### src/hw/srw_pkg.sv
// Package for the serial relay word link: widths, timing counts, bit positions.
// Assumes a 50 MHz system clock on both ends.
package srw_pkg;
  // ----------------------------------------------------------------
  // Word layout
  // ----------------------------------------------------------------
  localparam int WORD_BITS   = 24;
  localparam int RELAY_COUNT = 19;
  localparam int CNT_W       = 5;
  localparam int CNT_W8_BIT  = 3;
  localparam int CNT_W16_BIT = 4;
  localparam logic [WORD_BITS-1:0] WORD_RESET = 24'h000000;
  // Tune relay positions in the relay vector (index = relay number - 1)
  localparam int TUNE_A_BIT = 18;
  localparam int TUNE_B_BIT = 16;
  localparam int TUNE_C_BIT = 7;
  localparam int TUNE_D_BIT = 1;
  localparam int MANUAL_BIT = 0;
  // ----------------------------------------------------------------
  // Timing
  // ----------------------------------------------------------------
  localparam int CLK_HZ            = 50_000_000;
  localparam int HOLD_MIN_US       = 2930;
  localparam int HOLD_MAX_US       = 3780;
  localparam int HOLD_US           = 3000;
  localparam int HOLD_CYC          = HOLD_US * (CLK_HZ / 1_000_000);
  localparam int RST_PULSE_NS      = 10000;
  localparam int RST_PULSE_CYC     = (RST_PULSE_NS * (CLK_HZ / 1_000_000)) / 1000;
  localparam int TUNE_DET_US       = 50000;
  localparam int TUNE_DET_CYC      = TUNE_DET_US * (CLK_HZ / 1_000_000);
  localparam int GAP_US            = 4000;
  localparam int GAP_CYC           = GAP_US * (CLK_HZ / 1_000_000);
  localparam int INTERVAL_US       = 3200;
  localparam int INTERVAL_CYC      = INTERVAL_US * (CLK_HZ / 1_000_000);
  localparam int LINK_HALF_CYC     = 4;
  localparam int TMR_W             = 24;
endpackage

### src/hw/srw_link_if.sv
// Interface joining the word sender and the relay word receiver.
// Both lines are driven only by the sender; the receiver samples them.
`timescale 1ns/1ps
interface srw_link_if;
  logic link_clk;   // One pulse per data bit
  logic link_data;  // Serial data, equal to TUNE_I when idle
  modport sender   (output link_clk, output link_data);
  modport receiver (input link_clk, input link_data);
endinterface

### src/hw/srw_receiver.sv
// Relay word receiver: shifts 24 link bits, latches the low 19 onto relay drivers,
// times the counter reset between the two trains and detects manual tune.
// Assumes link lines are asynchronous to CLK_SYS_I and much slower than it.
`timescale 1ns/1ps
module srw_receiver #(
  parameter int HOLD_CYC     = srw_pkg::HOLD_CYC,     // Strobe hold length
  parameter int RST_CYC      = srw_pkg::RST_PULSE_CYC, // Counter reset length
  parameter int TUNE_DET_CYC = srw_pkg::TUNE_DET_CYC  // Manual tune delay
) (
  input  wire logic                          CLK_SYS_I,    // System clock
  input  wire logic                          RSTN_I,       // Async reset, low
  srw_link_if.receiver                       link,         // Link from sender
  output logic [srw_pkg::RELAY_COUNT-1:0]    RELAY_O,      // Relay drivers
  output logic                               MANUAL_TUNE_O,// Manual tune mode
  output logic                               STROBE_O      // Latch strobe level
);
  // ----------------------------------------------------------------
  // Synchronisers
  // ----------------------------------------------------------------
  logic [1:0] clk_sync;
  logic [1:0] data_sync;
  logic       clk_prev;
  logic       clk_rise;

  // Two flops per pin; only the second stage feeds logic
  always_ff @(posedge CLK_SYS_I or negedge RSTN_I) begin
    if (!RSTN_I) begin
      clk_sync  <= 2'h0;
      data_sync <= 2'h0;
      clk_prev  <= 1'b0;
    end else begin
      clk_sync  <= {clk_sync[0], link.link_clk};
      data_sync <= {data_sync[0], link.link_data};
      clk_prev  <= clk_sync[1];
    end
  end

  assign clk_rise = clk_sync[1] & ~clk_prev;

  // ----------------------------------------------------------------
  // Shift register and pulse counter
  // ----------------------------------------------------------------
  logic [srw_pkg::WORD_BITS-1:0] shift_word;
  logic [srw_pkg::CNT_W-1:0]     clock_pulse_counter;
  logic                          counter_clear;
  logic                          strobe;

  // Data enters only on a link clock edge; 24 bits fill the whole shift register
  always_ff @(posedge CLK_SYS_I or negedge RSTN_I) begin
    if (!RSTN_I) begin
      shift_word <= srw_pkg::WORD_RESET;
    end else if (clk_rise) begin
      shift_word <= {shift_word[srw_pkg::WORD_BITS-2:0], data_sync[1]};
    end
  end

  // Counter stops at 24 so stray pulses cannot roll the strobe over
  always_ff @(posedge CLK_SYS_I or negedge RSTN_I) begin
    if (!RSTN_I) begin
      clock_pulse_counter <= '0;
    end else if (counter_clear) begin
      clock_pulse_counter <= '0;
    end else if (clk_rise && !strobe) begin
      clock_pulse_counter <= clock_pulse_counter + 5'h01;
    end
  end

  // Weight eight and sixteen both high means the 24th pulse
  assign strobe = clock_pulse_counter[srw_pkg::CNT_W8_BIT]
                & clock_pulse_counter[srw_pkg::CNT_W16_BIT];

  // ----------------------------------------------------------------
  // Strobe hold and counter reset timers
  // ----------------------------------------------------------------
  logic                    strobe_prev;
  logic                    strobe_rise;
  logic [srw_pkg::TMR_W-1:0] strobe_hold_timer;
  logic                    hold_active;
  logic                    hold_prev;
  logic [srw_pkg::TMR_W-1:0] counter_reset_timer;
  logic                    powerup;

  assign strobe_rise = strobe & ~strobe_prev;
  assign hold_active = (strobe_hold_timer != '0);

  // Hold pulse rises with the strobe and lasts the hold time
  always_ff @(posedge CLK_SYS_I or negedge RSTN_I) begin
    if (!RSTN_I) begin
      strobe_prev       <= 1'b0;
      strobe_hold_timer <= '0;
      hold_prev         <= 1'b0;
    end else begin
      strobe_prev <= strobe;
      hold_prev   <= hold_active;
      if (strobe_rise) begin
        strobe_hold_timer <= srw_pkg::TMR_W'(HOLD_CYC);
      end else if (hold_active) begin
        strobe_hold_timer <= strobe_hold_timer - 24'h000001;
      end
    end
  end

  // Reset pulse fires at power-up and on the hold falling edge
  always_ff @(posedge CLK_SYS_I or negedge RSTN_I) begin
    if (!RSTN_I) begin
      powerup             <= 1'b1;
      counter_reset_timer <= '0;
    end else begin
      powerup <= 1'b0;
      if (powerup || (hold_prev && !hold_active)) begin
        counter_reset_timer <= srw_pkg::TMR_W'(RST_CYC);
      end else if (counter_clear) begin
        counter_reset_timer <= counter_reset_timer - 24'h000001;
      end
    end
  end

  assign counter_clear = (counter_reset_timer != '0);

  // ----------------------------------------------------------------
  // Manual tune detector
  // ----------------------------------------------------------------
  logic [srw_pkg::TMR_W-1:0] tune_timer;
  logic                      manual_tune;

  // Data must differ from the current mode for the full delay to flip it;
  // the slow filter means a normal word can never trip it
  always_ff @(posedge CLK_SYS_I or negedge RSTN_I) begin
    if (!RSTN_I) begin
      tune_timer  <= '0;
      manual_tune <= 1'b0;
    end else if (data_sync[1] == manual_tune) begin
      tune_timer <= '0;
    end else if (tune_timer == srw_pkg::TMR_W'(TUNE_DET_CYC - 1)) begin
      tune_timer  <= '0;
      manual_tune <= ~manual_tune;
    end else begin
      tune_timer <= tune_timer + 24'h000001;
    end
  end

  // ----------------------------------------------------------------
  // Latch and relay drivers
  // ----------------------------------------------------------------
  logic [srw_pkg::RELAY_COUNT-1:0] latch_word;
  logic [srw_pkg::RELAY_COUNT-1:0] next_relay;

  // Latch on strobe; upper word bits beyond 19 relays are unused
  always_ff @(posedge CLK_SYS_I or negedge RSTN_I) begin
    if (!RSTN_I) begin
      latch_word <= '0;
    end else if (strobe) begin
      latch_word <= shift_word[srw_pkg::RELAY_COUNT-1:0];
    end
  end

  // Manual tune drops driver outputs and forces the 2182 kHz set
  always_comb begin
    next_relay = latch_word;
    if (manual_tune) begin
      next_relay                     = '0;
      next_relay[srw_pkg::MANUAL_BIT] = 1'b1;
      next_relay[srw_pkg::TUNE_A_BIT] = 1'b1;
      next_relay[srw_pkg::TUNE_B_BIT] = 1'b1;
      next_relay[srw_pkg::TUNE_C_BIT] = 1'b1;
      next_relay[srw_pkg::TUNE_D_BIT] = 1'b1;
    end
  end

  // Registered outputs
  always_ff @(posedge CLK_SYS_I or negedge RSTN_I) begin
    if (!RSTN_I) begin
      RELAY_O       <= '0;
      MANUAL_TUNE_O <= 1'b0;
      STROBE_O      <= 1'b0;
    end else begin
      RELAY_O       <= next_relay;
      MANUAL_TUNE_O <= manual_tune;
      STROBE_O      <= strobe;
    end
  end
endmodule

### src/flat_wrapper.sv
// flat-port wrapper written by rule: the top's interface ports become plain ports
module srw_receiver_flat 
#(
  parameter int HOLD_CYC     = srw_pkg::HOLD_CYC,                          
  parameter int RST_CYC      = srw_pkg::RST_PULSE_CYC,                        
  parameter int TUNE_DET_CYC = srw_pkg::TUNE_DET_CYC                      
)
  (CLK_SYS_I, RSTN_I, RELAY_O, MANUAL_TUNE_O, STROBE_O, link_link_clk, link_link_data);
  srw_link_if link_i ();
  input  wire logic CLK_SYS_I;
  input  wire logic RSTN_I;
  output logic [srw_pkg::RELAY_COUNT-1:0] RELAY_O;
  output logic MANUAL_TUNE_O;
  output logic STROBE_O;
  input wire logic [$bits(link_i.link_clk)-1:0] link_link_clk;
  input wire logic [$bits(link_i.link_data)-1:0] link_link_data;
  assign link_i.link_clk = link_link_clk;
  assign link_i.link_data = link_link_data;
  srw_receiver #(.HOLD_CYC(HOLD_CYC), .RST_CYC(RST_CYC), .TUNE_DET_CYC(TUNE_DET_CYC)) u_core (.CLK_SYS_I(CLK_SYS_I), .RSTN_I(RSTN_I), .link(link_i), .RELAY_O(RELAY_O), .MANUAL_TUNE_O(MANUAL_TUNE_O), .STROBE_O(STROBE_O));
endmodule
### config.mk
export PLATFORM = sky130hd
export DESIGN_NAME = srw_receiver_flat
export DESIGN_NICKNAME = d
export VERILOG_FILES = /design/src/hw/srw_pkg.sv /design/src/hw/srw_link_if.sv /design/src/hw/srw_receiver.sv /design/src/flat_wrapper.sv
export SDC_FILE = /design/constraint.sdc
export NUM_CORES = 1
export LEC_CHECK = 0
export BUFFER_PORTS_ARGS = -buffer_cell sky130_fd_sc_hd__buf_2
export CAP_MARGIN = 20
export CORE_MARGIN = 8
export CORE_UTILIZATION = 35
export CTS_CLUSTER_DIAMETER = 40
export DETAILED_ROUTE_END_ITERATION = 10
export GPL_TIMING_DRIVEN = 0
export PLACE_DENSITY_LB_ADDON = 0.3
export SKIP_LAST_GASP = 1
export SYNTH_ARGS = -nofsm -noshare
export SYNTH_HDL_FRONTEND = slang
export SYNTH_SLANG_ARGS = --single-unit
export TNS_END_PERCENT = 1
### constraint.sdc
create_clock -name CLK_SYS_I -period 3.6 [get_ports CLK_SYS_I]
set_clock_uncertainty 0.05 [all_clocks]
set_input_delay 0.18 -clock CLK_SYS_I [delete_from_list [all_inputs] [get_ports CLK_SYS_I]]
set_output_delay 0.18 -clock CLK_SYS_I [all_outputs]
set_load 0.005 [all_outputs]
==> Word-level counts from Yosys, hierarchy flattened <==
Cells that the tools add are included.
{ "totals": {"out_inout_bits": 21, "ff_bits": 144, "wordCells": 48, "input_bits": 4} }
{ "op_classes": {"eq_ne": 2, "bitwise_logic": 7, "addsub": 4, "reduce_logical": 11, "muxes": 9} }
{ "ops": {"columns": ["op", "count"], "rows": [
  ["$mux W24", 6],
  ["$reduce_bool A24 Y1", 2],
  ["$sub A24 B1 Y24 const B", 2],
  ["$add A24 B1 Y24 const B", 1],
  ["$eq A24 B22 Y1 const B", 1],
  ["$mux W19", 1],
  ["$mux W5", 2],
  ["$reduce_bool A2 Y1", 3],
  ["$add A5 B1 Y5 const B", 1],
  ["$not A1 Y1", 4],
  ["$and A1 B1 Y1", 3],
  ["$logic_and A1 B1 Y1", 2],
  ["$logic_not A1 Y1", 2],
  ["$reduce_and A2 Y1", 1],
  ["$eq A1 B1 Y1", 1],
  ["$logic_or A1 B1 Y1", 1]
]} }

==> Longest topological paths before layout <==
{ "depth": {"ltp_word": 5, "depth_mapped": 10} }

==> Worst setup path after synthesis <==
Ideal clock, no wire load.
{ "synth_path": {"kind": "register to register", "startpoint": "register u_core.strobe_hold_timer[13] (netlist bit)", "endpoint": "register u_core.counter_reset_timer[0] (netlist bit)", "setup_time_ps": 120, "arrival_time_ps": 2240, "path_stages_with_launch": 10, "setup_slack_ps": 1191, "synth_period_minus_slack_ps": 2409, "path_cell_list": "dfrtp_1 > or4_4 > buf_6 > or4_4 > buf_6 > nor2_8 > a21o_1 > buf_6 > buf_12 > nor2_2"} }
{ "synth_between": {"elab_chain_cells": 5, "elab_cells_between_ends": 6, "cone_classes": "mux: 1; reduce/logical: 5"} }
{ "synth_lines": {"columns": ["element", "line", "rtl"], "rows": [
  ["start, declared", "srw_receiver.sv:77", "logic [srw_pkg::TMR_W-1:0] strobe_hold_timer;"],
  ["start signal, assigned", "srw_receiver.sv:96", "strobe_hold_timer <= srw_pkg::TMR_W'(HOLD_CYC);"],
  ["start signal, assigned", "srw_receiver.sv:98", "strobe_hold_timer <= strobe_hold_timer - 24'h000001;"],
  ["$reduce_bool A24 Y1 (*)", "srw_receiver.sv:84", "assign hold_active = (strobe_hold_timer != '0);"],
  ["$logic_not A1 Y1 (*)", "srw_receiver.sv:110", "if (powerup || (hold_prev && !hold_active)) begin"],
  ["$logic_and A1 B1 Y1 (*)", "srw_receiver.sv:110", null],
  ["$logic_or A1 B1 Y1 (*)", "srw_receiver.sv:110", null],
  ["$mux W24 or $reduce_bool A2 Y1 (tied branches)", null, null],
  ["end signal, assigned", "srw_receiver.sv:111", "counter_reset_timer <= srw_pkg::TMR_W'(RST_CYC);"],
  ["end signal, assigned", "srw_receiver.sv:113", "counter_reset_timer <= counter_reset_timer - 24'h000001;"],
  ["end, declared", "srw_receiver.sv:80", "logic [srw_pkg::TMR_W-1:0] counter_reset_timer;"]
]} }
Every way passes the cells marked *; elsewhere a longest branch is shown, timed or not.
A chain may end at the register's enable or synchronous reset.

==> Worst setup path after layout <==
{ "layout_path": {"startpoint": "register u_core.tune_timer[14] (netlist bit)", "endpoint": "register u_core.tune_timer[9] (netlist bit)"} }
{ "layout_between": {"elab_chain_cells": 3} }
{ "layout_lines": {"columns": ["element", "line", "rtl"], "rows": [
  ["start, declared", "srw_receiver.sv:123", "logic [srw_pkg::TMR_W-1:0] tune_timer;"],
  ["start signal, assigned", "srw_receiver.sv:138", "tune_timer <= tune_timer + 24'h000001;"],
  ["$eq A24 B22 Y1", "srw_receiver.sv:134", "end else if (tune_timer == srw_pkg::TMR_W'(TUNE_DET_CYC - 1)) begin"],
  ["$mux W24", "srw_receiver.sv:134", null],
  ["$mux W24", "srw_receiver.sv:132", "end else if (data_sync[1] == manual_tune) begin"]
]} }
Every way passes these cells.

==> out/results.txt <==
Row cnt - 49
Filler cells - 1,743
Rel. slew slack - 37.5%
Fin Hold WS - 0.233 ns
Worst-path clk slew - 0.06 ns
Slew Viols, Final - 0
Ys flop type - dfrtp_1
Routed WL - 11,800 microns
Flop pwr share - 48.5%
First-pass GRT wire length - 20,600 microns
Cells after DPL - 811
Critical path class - reg2reg
Placer Congestion - 0.812
Total gr overflow - 0
I/O pins - 25
Largest net degree at the start of global routing - 89
FF-to-FF End - u_core.tune_timer[9]
Worst path slowest cell - or4b_1
Syn Nets - 567
Crit-path max cell delay - 0.52 ns
Synth cell types - 51
Fin cells - 847
P_int - 2.78 mW
Initial antenna violation count - 0
Worst path cell trace - or4b_1 > or4_1 > nor4_1 > or2_2 > buf_2 > buf_4 > nor2_1
Critical path depth - 7
Synth Area per Inst - 11.4 sq um
Worst reg2reg path depth - 7
CP Max Fanout - 10
Final ANT Viol Nets - 0
Data required, critical path - 3.86 ns
Maximum clock path buffer count - 2
All-Layer GR Usage - 11.2%
Max Freq - 385 MHz
P_sw - 889 uW
Worst-Skew Late Latency - 0.43 ns
Setup violations, final - 0
Period utilisation layout - 72.2%
Die ar. - 0.0227 sq mm
Status - completed
H-tree depth - 4
CP top delay family - simple AND/OR/NAND/NOR gates
Synth warn - 0
#FFs+latches synth - 144
CP Launch Type - register
Diode count - 0
DP Wirelength - 8030 microns
Sw Ratio - 24.2%
Wire per inst - 14.0 microns
Via-to-Cell Ratio - 4.94
TritonCTS clock tree - done
Reg2Reg Setup Slack - 1.00 ns
Min Tclk post-route - 2.60 ns
Power share of the combinational group - 5.2%
Setup tns final - 0 ns
Crit. End Element - register
Port Buf Inserts - 24
Share of layout cells above drive strength 1 - 21.7%
Clock share of power - 46.3%
Data arrival, critical path - 2.86 ns
CP Launch Point - u_core.tune_timer[14]
Chip Height - 151 microns
Root Buffer - clkbuf_16
Area growth, synth to finish - 16.5%
Initial core utilization - 35.5%
Crit path buffers/inverters - 2
Post-CTS Setup Bufs - 0
CP Capture Point - u_core.tune_timer[9]
Cell Pwr Density - 495 mW/mm^2
R2R Path Start - u_core.tune_timer[14]
First-pass iteration count of the detailed router - 4
Ys async rst share - 100%
Hold Violations, Final - 0
Post-synth EDFFs - 0
Drc violations - 0
CTS sink cnt - 144
Final #Nets - 615
Number of global-route vias before repair - 4,328
Sequential share of the synthesized area - 56.7%
Maximum vdd drop - 0.422 mV
Static Leakage - 3.46 nW
Core Area - 0.0179 sq mm
Hold Path Class - in2async
RSZ-0062 raised after global routing - false
DR iter-0 viols - 222
Max-Cap Viols - 0
Syn Std Cell Area - 0.00636 sq mm
Synth Instances - 557
Vias - 4,187
CTS Buf Count - 17
Die Wd - 151 microns
Worst Max-Slew Pin Slew - 0.930 ns
==> power by group through the flow <==
| stage | sequential [mW] | clock [mW] | combinational, mW |
|---|---|---|---|
| final | 1.78 | 1.70 | 0.190 |
| after global routing | 1.79 | 1.81 | 0.214 |
| after CTS | 1.78 | 1.74 | 0.194 |
| after detailed placement | 1.81 | 0 | 0.190 |
| after global placement | 1.80 | 0 | 0.181 |
| after floorplan | 1.78 | 0 | 0.131 |
==> cell type report <==
type | instances | area [sq um] | share of cell area, %
multi-input combinational | 381 | 2570 | 34.7
timing repair buffer | 29 | 191 | 2.58
inverter | 10 | 37.5 | 0.506
clock buffer | 17 | 425 | 5.74
sequential | 144 | 3600 | 48.6
clock inverter | 15 | 148 | 1.99
tap | 229 | 287 | 3.87
buffer | 22 | 143 | 1.92
==> how the worst min path moves through the flow <==
stage / start / end / slack [ns]
2_1_floorplan: RSTN_I / u_core.MANUAL_TUNE_O / -0.17
3_3_place_gp: link_link_clk / u_core.clk_sync[0] / 0.24
3_5_place_dp: RSTN_I / u_core.tune_timer[18] / 0.12
4_1_cts: RSTN_I / u_core.tune_timer[18] / 0.24
5_1_grt: RSTN_I / u_core.tune_timer[18] / 0.29
6_report: RSTN_I / u_core.tune_timer[18] / 0.23
==> what timing repair did <==
| action | 4_1_cts | 5_1_grt |
|---|---|---|
| endpoints found under the hold margin | 58 | 0 |
| gates resized for setup | 0 | 0 |
| hold buffers | 3 | 0 |
==> through the flow <==
step	utilization, %	setup WS (ns)	instance area, sq um	power, mW
detailed placement	38.0	0.976	6800	2.00
finish	41.4	1.00	7410	3.67
global route	41.4	0.859	7410	3.82
floorplan	-	1.19	6360	1.92
CTS	41.4	0.989	7400	3.72
global placement	37.8	0.308	6770	1.99
==> Yosys cell counts, types with 5 or more instances <==
cell	instances	area, sq um
dfrtp_1	143	3580
or2_2	8	50.1
nor2_1	58	218
nand2b_1	5	31.3
or3_1	9	56.3
clkbuf_1	10	37.5
mux2_2	39	439
nor3_1	14	70.1
ha_1	6	75.1
inv_1	9	33.8
xnor2_1	15	131
xor2_1	42	368
nand4_1	14	87.6
nor4_1	14	87.6
or4_1	14	105
a21oi_1	11	55.1
o31ai_1	6	45.0
o211ai_1	5	37.5
nand3_1	22	110
o21ai_0	13	65.1
nand2_1	28	105
nor2b_1	16	100
nor2_2	10	62.6
==> state kept, by name, summed over array words and instances (netlist names) <==
name and flops:
u_core.shift_word 19, u_core.hold_prev 1, u_core.RELAY_O 19, u_core.clk_sync 2
u_core.tune_timer 24, u_core.data_sync 2, u_core.latch_word 19, u_core.strobe_prev 1
u_core.counter_reset_timer 24, u_core.MANUAL_TUNE_O 1, u_core.clock_pulse_counter 5, u_core.manual_tune 1
u_core.powerup 1, u_core.strobe_hold_timer 24, u_core.clk_prev 1
==> per-layer routing <==
metal | wire length, microns | global-route usage [%] | up-vias
met3 | 359 | 2.78 | 12
met1 | 5290 | 13.2 | 2088
met5 | 0 | 0 | -
met4 | 204 | 5.24 | 0
li1 | - | - | 2038
met2 | 5970 | 18.9 | 49
==> worst register-to-register path, cell delays in order, from the launching register on <==
cell,delay [ns]
dfrtp_1,0.44
or4b_1,0.52
or4_1,0.50
nor4_1,0.39
or2_2,0.17
buf_2,0.16
buf_4,0.19
nor2_1,0.07
==> logic make-up (layout without fill, tap and decap cells) <==
logic type | after synthesis | after routing | share of synthesized area (%)
other | 1 | 1 | 0.0590
muxes | 39 | 39 | 6.91
DFF | 144 | 144 | 56.7
and+or+nand+nor | 235 | 235 | 20.4
xor gates and xnor gates | 57 | 57 | 7.85
AOI/OAI and AO/OA | 43 | 43 | 4.09
adders and majority gates | 6 | 6 | 1.18
buffers and inverters | 32 | 93 | 2.83
==> cells in the final DEF, fill, tap and decap left out, types with 5 or more instances in the layout <==
cell         n
xnor2_1     15
or3_1        9
nand2_1     28
o211ai_1     5
nor2_1      58
a21oi_1     11
nor3_1      14
ha_1         6
dfrtp_1    143
clkbuf_16   17
nand2b_1     5
inv_1        9
xor2_1      42
nor4_1      14
clkbuf_1    10
buf_6        5
or4_1       14
o21ai_0     13
nor2_2      10
nand3_1     22
nand4_1     14
buf_2       25
nor2b_1     16
inv_6        8
or2_2        8
mux2_2      39
o31ai_1      6
No activity file was read; power rests on OpenSTA's default activity.
